`config.mk`:
```
export PLATFORM = sky130hd
export DESIGN_NAME = fsr_top
export DESIGN_NICKNAME = d
export VERILOG_FILES = /design/src/inc/fsr_pkg.sv /design/src/inc/fsr_pin_if.sv /design/src/logic/fsr_pin_sync.sv /design/src/logic/fsr_evt_latch.sv /design/src/logic/fsr_top.sv
export SDC_FILE = /design/constraint.sdc
export NUM_CORES = 1
export LEC_CHECK = 0
export BUFFER_PORTS_ARGS = -buffer_cell sky130_fd_sc_hd__buf_2
export CAP_MARGIN = 20
export CORE_MARGIN = 3
export CORE_UTILIZATION = 54
export CTS_BUF_LIST = sky130_fd_sc_hd__clkbuf_8
export DETAILED_ROUTE_END_ITERATION = 10
export PLACE_DENSITY = 0.82
export SLEW_MARGIN = 30
export SYNTH_ARGS = -nofsm -noshare
export SYNTH_HDL_FRONTEND = slang
export SYNTH_SLANG_ARGS = --single-unit
```
`constraint.sdc`:
```
create_clock -name i_sys_clk -period 1.45 [get_ports i_sys_clk]
set_clock_uncertainty 0.2 [all_clocks]
set_input_delay 0.435 -clock i_sys_clk [delete_from_list [all_inputs] [get_ports i_sys_clk]]
set_output_delay 0.435 -clock i_sys_clk [all_outputs]
set_load 0.01 [all_outputs]
```
`src/inc/fsr_pkg.sv`:
```
`default_nettype none
package fsr_pkg;
  // ----------------------------------------------------------------
  // host port map
  // ----------------------------------------------------------------
  localparam int          ADDR_W          = 10;
  localparam logic [9:0]  ADDR_STATUS_A   = 10'h3F0;
  localparam logic [9:0]  ADDR_STATUS_B   = 10'h3F1;
  localparam logic [9:0]  ADDR_OUT_CTRL   = 10'h3F2;
  localparam logic [9:0]  ADDR_DIG_INPUT  = 10'h3F7;
  localparam logic [7:0]  DATA_ZERO       = 8'h00;

  // ----------------------------------------------------------------
  // drive_output_control fields
  // ----------------------------------------------------------------
  localparam int          CTRL_W          = 6;
  localparam logic [5:0]  CTRL_RESET      = 6'h00;
  localparam int          CTRL_SEL_LO     = 0;
  localparam int          CTRL_SEL_HI     = 1;
  localparam int          CTRL_SOFT_RST_N = 2;
  localparam int          CTRL_DMA_GATE   = 3;
  localparam int          CTRL_MOTOR0     = 4;
  localparam int          CTRL_MOTOR1     = 5;
  localparam logic [1:0]  SEL_DRIVE0      = 2'h0;
  localparam logic [1:0]  SEL_DRIVE1      = 2'h1;

  // ----------------------------------------------------------------
  // status layout modes
  // ----------------------------------------------------------------
  typedef enum logic [1:0] {
    FSR_MODE_AT      = 2'b00,
    FSR_MODE_PRIMARY = 2'b01,
    FSR_MODE_ALT     = 2'b10
  } fsr_mode_t;

  // ----------------------------------------------------------------
  // timing
  // ----------------------------------------------------------------
  localparam int          CLK_PERIOD_NS   = 40;
  localparam int          SOFT_RST_MIN_NS = 100;
  localparam int          SOFT_RST_CYC    =
    (SOFT_RST_MIN_NS + CLK_PERIOD_NS - 1) / CLK_PERIOD_NS;
  localparam int          RST_CNT_W       = 2;
  localparam logic [1:0]  RST_CNT_LOAD    = 2'(SOFT_RST_CYC);
  localparam logic [1:0]  RST_CNT_ZERO    = 2'h0;
  localparam logic [1:0]  RST_CNT_ONE     = 2'h1;
endpackage
`default_nettype wire

```
`src/inc/fsr_pin_if.sv`:
```
`timescale 1ns/10ps
`default_nettype none
// filtered pin level plus one-cycle edge pulses
interface fsr_pin_if;
  logic level;
  logic rise;
  logic fall;
  modport src (output level, output rise, output fall);
  modport dst (input level, input rise, input fall);
endinterface
`default_nettype wire

```
`src/logic/fsr_pin_sync.sv`:
```
`timescale 1ns/10ps
`default_nettype none
module fsr_pin_sync
  import fsr_pkg::*;
#(
  parameter logic RESET_LEVEL = 1'b1
) (
  // clock and reset
  input  wire logic i_sys_clk,
  input  wire logic i_rstn,
  // raw pin
  input  wire logic i_pin,
  // filtered result
  fsr_pin_if.src    pin
);
  logic stage1;
  logic stage2;
  logic stage3;

  // a change counts only once the second and third stages agree
  always_ff @(posedge i_sys_clk or negedge i_rstn) begin
    if (!i_rstn) begin
      stage1 <= RESET_LEVEL;
      stage2 <= RESET_LEVEL;
      stage3 <= RESET_LEVEL;
    end else begin
      stage1 <= i_pin;
      stage2 <= stage1;
      stage3 <= stage2;
    end
  end

  always_ff @(posedge i_sys_clk or negedge i_rstn) begin
    if (!i_rstn) begin
      pin.level <= RESET_LEVEL;
      pin.rise  <= 1'b0;
      pin.fall  <= 1'b0;
    end else begin
      pin.rise <= 1'b0;
      pin.fall <= 1'b0;
      if (stage2 == stage3 && stage3 != pin.level) begin
        pin.level <= stage3;
        pin.rise  <= stage3;
        pin.fall  <= ~stage3;
      end
    end
  end
endmodule // fsr_pin_sync
`default_nettype wire

```
`src/logic/fsr_evt_latch.sv`:
```
`timescale 1ns/10ps
`default_nettype none
module fsr_evt_latch (
  // clock and reset
  input  wire logic i_sys_clk,
  input  wire logic i_rstn,
  // event and clear
  input  wire logic i_set,
  input  wire logic i_clr,
  // latched flag
  output var  logic o_flag
);
  // set wins over clear so an event in the clearing cycle is kept
  always_ff @(posedge i_sys_clk or negedge i_rstn) begin
    if (!i_rstn) begin
      o_flag <= 1'b0;
    end else if (i_set) begin
      o_flag <= 1'b1;
    end else if (i_clr) begin
      o_flag <= 1'b0;
    end
  end
endmodule // fsr_evt_latch
`default_nettype wire

```
`src/logic/fsr_top.sv`:
```
`timescale 1ns/10ps
`default_nettype none
// What this block does
// (RULE1) at mode floats status A reads
// (RULE2) primary status A bit layout
// (RULE3) second drive bit reads one
// (RULE4) alternate status A inverted layout
// (RULE5) alternate step latch, cleared by input read
// (RULE6) bit seven shows interrupt, zero after reset
// (RULE7) at floats status B; primary bits 7:6 one
// (RULE8) primary motor bits mirror motor outputs
// (RULE9) read data toggle on inactive edge
// (RULE10) write data toggle on inactive edge
// (RULE11) primary bit5 copies select, bit2 write gate
// (RULE12) alternate bits 0,1,7 read one
// (RULE13) alternate write gate latch
// (RULE14) alternate read/write data latches
// (RULE15) alternate bits 6:5 show select outputs
// (RULE16) output register writable, zero at hard reset
// (RULE17) binary drive select with motor outputs
// (RULE18) bit2 low holds controller reset, min 100ns
// (RULE19) dma gate bit enables dma, irq pins
// (RULE20) primary mode keeps dma pins enabled
// (RULE21) motor bits drive outputs; bits 7:6 zero
// (RULE22) mode input selects layout and gating
module fsr_top
  import fsr_pkg::*;
(
  // clock and reset
  input  wire logic              i_sys_clk,
  input  wire logic              i_rstn,
  // configuration
  input  wire logic [1:0]        i_mode,
  // host port, single-cycle strobes on i_sys_clk
  input  wire logic [ADDR_W-1:0] i_host_addr,
  input  wire logic              i_host_rd,
  input  wire logic              i_host_wr,
  input  wire logic [7:0]        i_host_wdata,
  output logic      [7:0]        o_host_rdata,
  output logic                   o_host_rdata_oe,
  // controller core state, same clock
  input  wire logic              i_core_step,
  input  wire logic              i_core_dir_in,
  input  wire logic              i_core_head_side_select,
  input  wire logic              i_core_write_gate,
  input  wire logic              i_core_write_data,
  input  wire logic              i_core_floppy_irq_line,
  input  wire logic              i_core_dma_req,
  // drive pins in, asynchronous
  input  wire logic              i_track_zero_n,
  input  wire logic              i_index_pulse_n,
  input  wire logic              i_write_protect_n,
  input  wire logic              i_read_data_n,
  // drive pins out
  output logic                   o_drive_select_out0_n,
  output logic                   o_drive_select_out1_n,
  output logic                   o_motor_on_drive0_n,
  output logic                   o_motor_on_drive1_n,
  // controller reset and dma gating
  output logic                   o_soft_reset_n,
  output logic                   o_dma_pin_gate,
  output logic                   o_dma_req,
  output logic                   o_dma_req_oe,
  output logic                   o_floppy_irq_line,
  output logic                   o_floppy_irq_line_oe
);
  // ----------------------------------------------------------------
  // pin synchronisers
  // ----------------------------------------------------------------
  fsr_pin_if trk_if ();
  fsr_pin_if idx_if ();
  fsr_pin_if wp_if ();
  fsr_pin_if rd_if ();

  fsr_pin_sync #(.RESET_LEVEL(1'b1)) u_sync_trk (
    .i_sys_clk (i_sys_clk),
    .i_rstn    (i_rstn),
    .i_pin     (i_track_zero_n),
    .pin       (trk_if)
  );
  fsr_pin_sync #(.RESET_LEVEL(1'b1)) u_sync_idx (
    .i_sys_clk (i_sys_clk),
    .i_rstn    (i_rstn),
    .i_pin     (i_index_pulse_n),
    .pin       (idx_if)
  );
  fsr_pin_sync #(.RESET_LEVEL(1'b1)) u_sync_wp (
    .i_sys_clk (i_sys_clk),
    .i_rstn    (i_rstn),
    .i_pin     (i_write_protect_n),
    .pin       (wp_if)
  );
  fsr_pin_sync #(.RESET_LEVEL(1'b1)) u_sync_rd (
    .i_sys_clk (i_sys_clk),
    .i_rstn    (i_rstn),
    .i_pin     (i_read_data_n),
    .pin       (rd_if)
  );

  // ----------------------------------------------------------------
  // decode and mode
  // ----------------------------------------------------------------
  fsr_mode_t  mode;
  logic       is_primary;
  logic       is_at;
  logic       wr_ctrl;
  logic       rd_dig_input;
  logic [5:0] ctrl;
  logic [1:0] rst_cnt;

  always_comb begin
    unique case (i_mode)
      FSR_MODE_PRIMARY: mode = FSR_MODE_PRIMARY;
      FSR_MODE_ALT:     mode = FSR_MODE_ALT;
      default: mode = FSR_MODE_AT;
    endcase
  end

  assign is_primary   = (mode == FSR_MODE_PRIMARY);                  // [RULE22]
  assign is_at        = (mode == FSR_MODE_AT);
  assign wr_ctrl      = i_host_wr && (i_host_addr == ADDR_OUT_CTRL);
  assign rd_dig_input = i_host_rd && (i_host_addr == ADDR_DIG_INPUT);

  // ----------------------------------------------------------------
  // drive_output_control and controller reset
  // ----------------------------------------------------------------
  // bits 7:6 are not stored, so they read zero
  always_ff @(posedge i_sys_clk or negedge i_rstn) begin
    if (!i_rstn) begin
      ctrl <= CTRL_RESET;                                           // [RULE16]
    end else if (wr_ctrl) begin
      ctrl <= i_host_wdata[CTRL_W-1:0];                             // [RULE16] [RULE21]
    end
  end

  // stretch the reset so two back-to-back writes still meet the minimum
  always_ff @(posedge i_sys_clk or negedge i_rstn) begin
    if (!i_rstn) begin
      rst_cnt <= RST_CNT_LOAD;
    end else if (!ctrl[CTRL_SOFT_RST_N]) begin
      rst_cnt <= RST_CNT_LOAD;                                      // [RULE18]
    end else if (rst_cnt != RST_CNT_ZERO) begin
      rst_cnt <= rst_cnt - RST_CNT_ONE;
    end
  end

  logic next_soft_reset_n;
  assign next_soft_reset_n = ctrl[CTRL_SOFT_RST_N] && (rst_cnt == RST_CNT_ZERO);

  always_ff @(posedge i_sys_clk or negedge i_rstn) begin
    if (!i_rstn) begin
      o_soft_reset_n <= 1'b0;
    end else begin
      o_soft_reset_n <= next_soft_reset_n;                          // [RULE18]
    end
  end

  // ----------------------------------------------------------------
  // drive select and motor outputs
  // ----------------------------------------------------------------
  logic next_ds0_n;
  logic next_ds1_n;
  assign next_ds0_n = !(ctrl[CTRL_SEL_HI:CTRL_SEL_LO] == SEL_DRIVE0
                        && ctrl[CTRL_MOTOR0]);                      // [RULE17]
  assign next_ds1_n = !(ctrl[CTRL_SEL_HI:CTRL_SEL_LO] == SEL_DRIVE1
                        && ctrl[CTRL_MOTOR1]);                      // [RULE17]

  always_ff @(posedge i_sys_clk or negedge i_rstn) begin
    if (!i_rstn) begin
      o_drive_select_out0_n <= 1'b1;
      o_drive_select_out1_n <= 1'b1;
      o_motor_on_drive0_n   <= 1'b1;
      o_motor_on_drive1_n   <= 1'b1;
    end else begin
      o_drive_select_out0_n <= next_ds0_n;
      o_drive_select_out1_n <= next_ds1_n;
      o_motor_on_drive0_n   <= !ctrl[CTRL_MOTOR0];                  // [RULE21]
      o_motor_on_drive1_n   <= !ctrl[CTRL_MOTOR1];                  // [RULE21]
    end
  end

  // ----------------------------------------------------------------
  // dma and interrupt pin gating
  // ----------------------------------------------------------------
  logic next_gate;
  assign next_gate = is_primary || ctrl[CTRL_DMA_GATE];             // [RULE19] [RULE20]

  always_ff @(posedge i_sys_clk or negedge i_rstn) begin
    if (!i_rstn) begin
      o_dma_pin_gate       <= 1'b0;
      o_dma_req            <= 1'b0;
      o_dma_req_oe         <= 1'b0;
      o_floppy_irq_line    <= 1'b0;
      o_floppy_irq_line_oe <= 1'b0;
    end else begin
      o_dma_pin_gate       <= next_gate;
      o_dma_req            <= i_core_dma_req;
      o_dma_req_oe         <= next_gate;                            // [RULE19]
      o_floppy_irq_line    <= i_core_floppy_irq_line;
      o_floppy_irq_line_oe <= next_gate;                            // [RULE20]
    end
  end

  // ----------------------------------------------------------------
  // edge latches and toggles
  // ----------------------------------------------------------------
  logic step_q;
  logic write_gate_q;
  logic wdata_q;
  logic step_ff;
  logic write_gate_ff;
  logic rdata_ff;
  logic wdata_ff;
  logic rdata_tgl;
  logic wdata_tgl;
  logic wdata_fall;

  always_ff @(posedge i_sys_clk or negedge i_rstn) begin
    if (!i_rstn) begin
      step_q  <= 1'b0;
      write_gate_q <= 1'b0;
      wdata_q <= 1'b0;
    end else begin
      step_q  <= i_core_step;
      write_gate_q <= i_core_write_gate;
      wdata_q <= i_core_write_data;
    end
  end

  assign wdata_fall = wdata_q && !i_core_write_data;

  fsr_evt_latch u_lat_step (
    .i_sys_clk (i_sys_clk),
    .i_rstn    (i_rstn),
    .i_set     (i_core_step && !step_q),                            // [RULE5]
    .i_clr     (rd_dig_input || !o_soft_reset_n),                   // [RULE5]
    .o_flag    (step_ff)
  );
  fsr_evt_latch u_lat_write_gate (
    .i_sys_clk (i_sys_clk),
    .i_rstn    (i_rstn),
    .i_set     (i_core_write_gate && !write_gate_q),                     // [RULE13]
    .i_clr     (rd_dig_input),
    .o_flag    (write_gate_ff)
  );
  // the read pin is active low, so its inactive edge is a rise
  fsr_evt_latch u_lat_rdata (
    .i_sys_clk (i_sys_clk),
    .i_rstn    (i_rstn),
    .i_set     (rd_if.rise),                                        // [RULE14]
    .i_clr     (rd_dig_input),
    .o_flag    (rdata_ff)
  );
  // deliberately not qualified by write gate
  fsr_evt_latch u_lat_wdata (
    .i_sys_clk (i_sys_clk),
    .i_rstn    (i_rstn),
    .i_set     (wdata_fall),                                        // [RULE14]
    .i_clr     (rd_dig_input),
    .o_flag    (wdata_ff)
  );

  always_ff @(posedge i_sys_clk or negedge i_rstn) begin
    if (!i_rstn) begin
      rdata_tgl <= 1'b0;
      wdata_tgl <= 1'b0;
    end else begin
      if (rd_if.rise) rdata_tgl <= !rdata_tgl;                      // [RULE9]
      if (wdata_fall) wdata_tgl <= !wdata_tgl;                      // [RULE10]
    end
  end

  // ----------------------------------------------------------------
  // status read mux
  // ----------------------------------------------------------------
  logic [7:0] stat_a;
  logic [7:0] stat_b;
  logic [7:0] next_rdata;
  logic       next_oe;

  always_comb begin
    if (is_primary) begin
      stat_a = {o_floppy_irq_line, 1'b1, i_core_step, trk_if.level,  // [RULE2] [RULE3]
                i_core_head_side_select, idx_if.level, wp_if.level, i_core_dir_in};
      stat_b = {2'b11, ctrl[CTRL_SEL_LO], wdata_tgl, rdata_tgl,     // [RULE7] [RULE11]
                i_core_write_gate, !o_motor_on_drive1_n, !o_motor_on_drive0_n}; // [RULE8]
    end else begin
      stat_a = {o_floppy_irq_line, o_dma_req, step_ff, !trk_if.level, // [RULE4] [RULE6]
                !i_core_head_side_select, !idx_if.level, !wp_if.level, !i_core_dir_in};
      stat_b = {1'b1, o_drive_select_out1_n, o_drive_select_out0_n, // [RULE12] [RULE15]
                wdata_ff, rdata_ff, write_gate_ff, 2'b11};
    end
  end

  always_comb begin
    next_rdata = DATA_ZERO;
    next_oe    = 1'b0;
    if (i_host_rd) begin
      unique case (i_host_addr)
        ADDR_STATUS_A: begin
          next_rdata = stat_a;
          next_oe    = !is_at;                                      // [RULE1]
        end
        ADDR_STATUS_B: begin
          next_rdata = stat_b;
          next_oe    = !is_at;                                      // [RULE7]
        end
        ADDR_OUT_CTRL: begin
          next_rdata = {2'b00, ctrl};                               // [RULE21]
          next_oe    = 1'b1;
        end
        default: begin
          next_rdata = DATA_ZERO;
          next_oe    = 1'b0;
        end
      endcase
    end
  end

  always_ff @(posedge i_sys_clk or negedge i_rstn) begin
    if (!i_rstn) begin
      o_host_rdata    <= DATA_ZERO;
      o_host_rdata_oe <= 1'b0;
    end else begin
      o_host_rdata    <= next_rdata;
      o_host_rdata_oe <= next_oe;
    end
  end
endmodule // fsr_top
`default_nettype wire

```
==> results.py <==
metrics = {
    "status": {
        "status": "finished, violations left",
        "violations": "setup timing",
    },
    "setup_path": {
        "worstPathCellList": "buf_6",
        "crit_path_top_delay_cell": "dfstp_2",
        "r2r-end": "rst_cnt[1]",
        "critPathTopFamily": "flip-flops",
        "cp-start-kind": "flop",
        "reg2reg_from": "rst_cnt[0]",
        "worstSetupPathType": "reg -> out",
        "critPathLaunch": "o_motor_on_drive0_n",
        "arrival_ns": 0.96,
        "ff2ff_setup_slack_ns": 0.09,
        "cp_slowest_stage_delay_ns": 0.56,
        "required_ns": 0.82,
        "cp_max_fo": 2,
        "cp_num_buf_inv": 1,
        "r2r_cells": 3,
        "crit_path_end_kind": "output pin",
    },
    "power_and_ir_drop": {
        "p_per_area_nw_per_um2": 1030,
        "p_leak_nw": 1.27,
        "vdd.ir_drop.worst_v": 0.000768,
        "total_power_mw": 2.69,
    },
    "routing": {
        "vias": 1367,
        "wl_mm": 4.08,
        "wire_per_inst_um": 15.7,
        "antenna_left": 0,
        "drtPass1Iterations": 4,
        "vias_per_cell": 5.28,
        "drcViolationCount": 0,
        "drt_iter0_drc": 45,
    },
    "cts": {
        "clockRootBuffer": "clkbuf_8",
        "htreeDepth": 2,
        "tritoncts": "yes",
        "cts_max_path_buffers": 2,
        "clock_latency_ns": 0.30,
        "clkTransAtPathRegs_ns": 0.08,
        "clock-sinks": 51,
        "numCtsBuffers": 5,
    },
    "finish": {
        "synthToLayoutAreaGrowth_pct": 29.0,
        "drive_gt1_frac": 0.516,
        "fill_cells": 222,
        "top_register": "o_host_rdata",
        "final_cell_mix": "buf_2, dfrtp_1, dfstp_2, buf_6, buf_4",
        "antenna_cells": 0,
        "final_area_um2": 2600,
        "largest_reg_flops": 8,
        "nets": 249,
        "final_common_cell": "buf_2",
        "largestRegisters": "o_host_rdata: 8 flops, ctrl: 6 flops, rst_cnt: 2 flops",
    },
    "min_path": {
        "min_to": "u_sync_wp.stage1",
        "hold_class": "in -> reg",
        "min_from": "i_write_protect_n",
        "holdPathStages": 1,
    },
    "grt": {
        "antenna_found_initial": 0,
        "grt_pass1_vias": 1481,
        "grt_pass1_wl_mm": 6.67,
        "grt_start_max_net_pins": 52,
        "grt_overflow": 0,
        "grt_use_total": 0.205,
    },
    "die": {
        "num_io_pins": 54,
        "start_util": 0.582,
        "die_w_um": 67.1,
        "die_height_um": 67.1,
        "rows": 21,
        "core-area_um2": 3470,
        "die_area_um2": 4500,
    },
    "placed_design": {
        "place_ws_ns": -0.407,
        "place_hpwl_mm": 2.89,
        "place_congestion": 0.784,
        "placed_area_um2": 2410,
        "io_buffers": 51,
    },
    "sta": {
        "fmax_mhz": 628,
        "hold_viol_final": 0,
        "layout_setup_ws_ns": -0.142,
        "setup_violations": 16,
        "drv_slew": 0,
        "max_slew_margin": 0.794,
        "rsz0062_at_grt": "yes",
        "finalCritPeriodShare": 1.10,
        "period_minus_slack_ns": 1.59,
        "tightest_slew_ns": 0.306,
    },
    "synth": {
        "synth_area_um2": 2020,
        "synth_seq_cells": 51,
        "seq_area_frac_synth": 0.646,
        "syn_area_per_cell_um2": 13.6,
        "synth_cells": 148,
        "synth_cell_types": 40,
        "syn_nets": 185,
        "yosysWarnings": 0,
    },
    "run": {
        "maxCapViolCount": 0,
    },
}
==> cell usage after synthesis (all sizes together) <==
cell,count,area share
xnor2,1,0.0043
mux2,7,0.050
or2,1,0.0031
a32o,1,0.0050
a22o,3,0.013
a21oi,5,0.012
and3,6,0.019
inv,8,0.015
a21bo,1,0.0050
nor2,2,0.0037
o31ai,2,0.0074
nand2,7,0.013
maj3,4,0.020
nand2b,3,0.0093
buf,8,0.027
nor3,1,0.0025
a211oi,4,0.015
nor4,2,0.0062
a21o,1,0.0037
nor4bb,1,0.0050
and4,1,0.0056
and4b,1,0.0050
nand3b,1,0.0037
o21ai,6,0.015
and2,1,0.0031
and4bb,1,0.0062
xor2,5,0.022
or3,1,0.0031
dfrtp,29,0.36
ha,2,0.012
dfstp,22,0.29
nand3,2,0.0050
o211ai,1,0.0037
nor2b,2,0.0062
mux2i,4,0.020
o21a,1,0.0037
==> report_power, final <==
| group | internal (mW) | total [mW] | switching [mW] |
|---|---|---|---|
| sequential | 1.52 | 1.57 | 0.0541 |
| combinational | 0.139 | 0.266 | 0.126 |
| clock | 0.428 | 0.849 | 0.421 |
==> what timing repair did <==
| item | CTS | global route |
|---|---|---|
| setup endpoints to repair | 18 | 28 |
| hold buffers | 1 | 0 |
| hold endpoints to repair | 29 | 0 |
| pin swaps | 2 | 3 |
| setup buffers | 1 | 0 |
| gates resized for setup | 6 | 8 |
==> cells by family after synthesis <==
kind of cell / synth area share
buf+inv: 0.0416
flops: 0.646
simple gates: 0.0999
compound gates: 0.0838
fa+ha+maj: 0.0323
mux: 0.0701
xor+xnor: 0.0261
==> how the worst max path moves through the flow <==
stage	cells after the start	slack, ns	endpoint
floorplan	4	-0.17	ctrl[0]
global placement	5	-0.34	ctrl[1]
detailed placement	5	-0.41	ctrl[4]
CTS	1	-0.15	o_motor_on_drive0_n
global route	1	-0.16	o_drive_select_out1_n
finish	1	-0.14	o_motor_on_drive0_n
==> layer usage <==
layer / part of all wire / routed length (um) / vias to the layer above / track usage
met5: 0 / 0 / - / 0
li1: - / - / 638 / -
met1: 0.40 / 1640 / 671 / 0.231
met4: 0.017 / 70 / 0 / 0.0734
met3: 0.060 / 243 / 8 / 0.0590
met2: 0.52 / 2130 / 50 / 0.368
==> through the flow <==
step / setup TNS (ns) / util / hold slack (ns) / std cells
after floorplan: -1.15 / - / -0.0606 / 148
after global placement: -4.82 / 0.694 / 0.146 / 249
after detailed placement: -5.34 / 0.694 / 0.147 / 249
after CTS: -1.11 / 0.738 / 0.0179 / 259
after global routing: -1.55 / 0.750 / 0.0134 / 259
final: -0.914 / 0.750 / 0.0261 / 259
==> final cells by class <==
class | instances | area (um2) | share of cell area
clock buffer | 7 | 96.3 | 0.0370
multi-input combinational | 81 | 662 | 0.254
inverter | 8 | 32.5 | 0.0125
sequential | 51 | 1300 | 0.501
clock inverter | 1 | 3.75 | 0.00144
timing repair buffer | 65 | 445 | 0.171
tap | 46 | 57.6 | 0.0221
(Power assumes the default switching activity.)
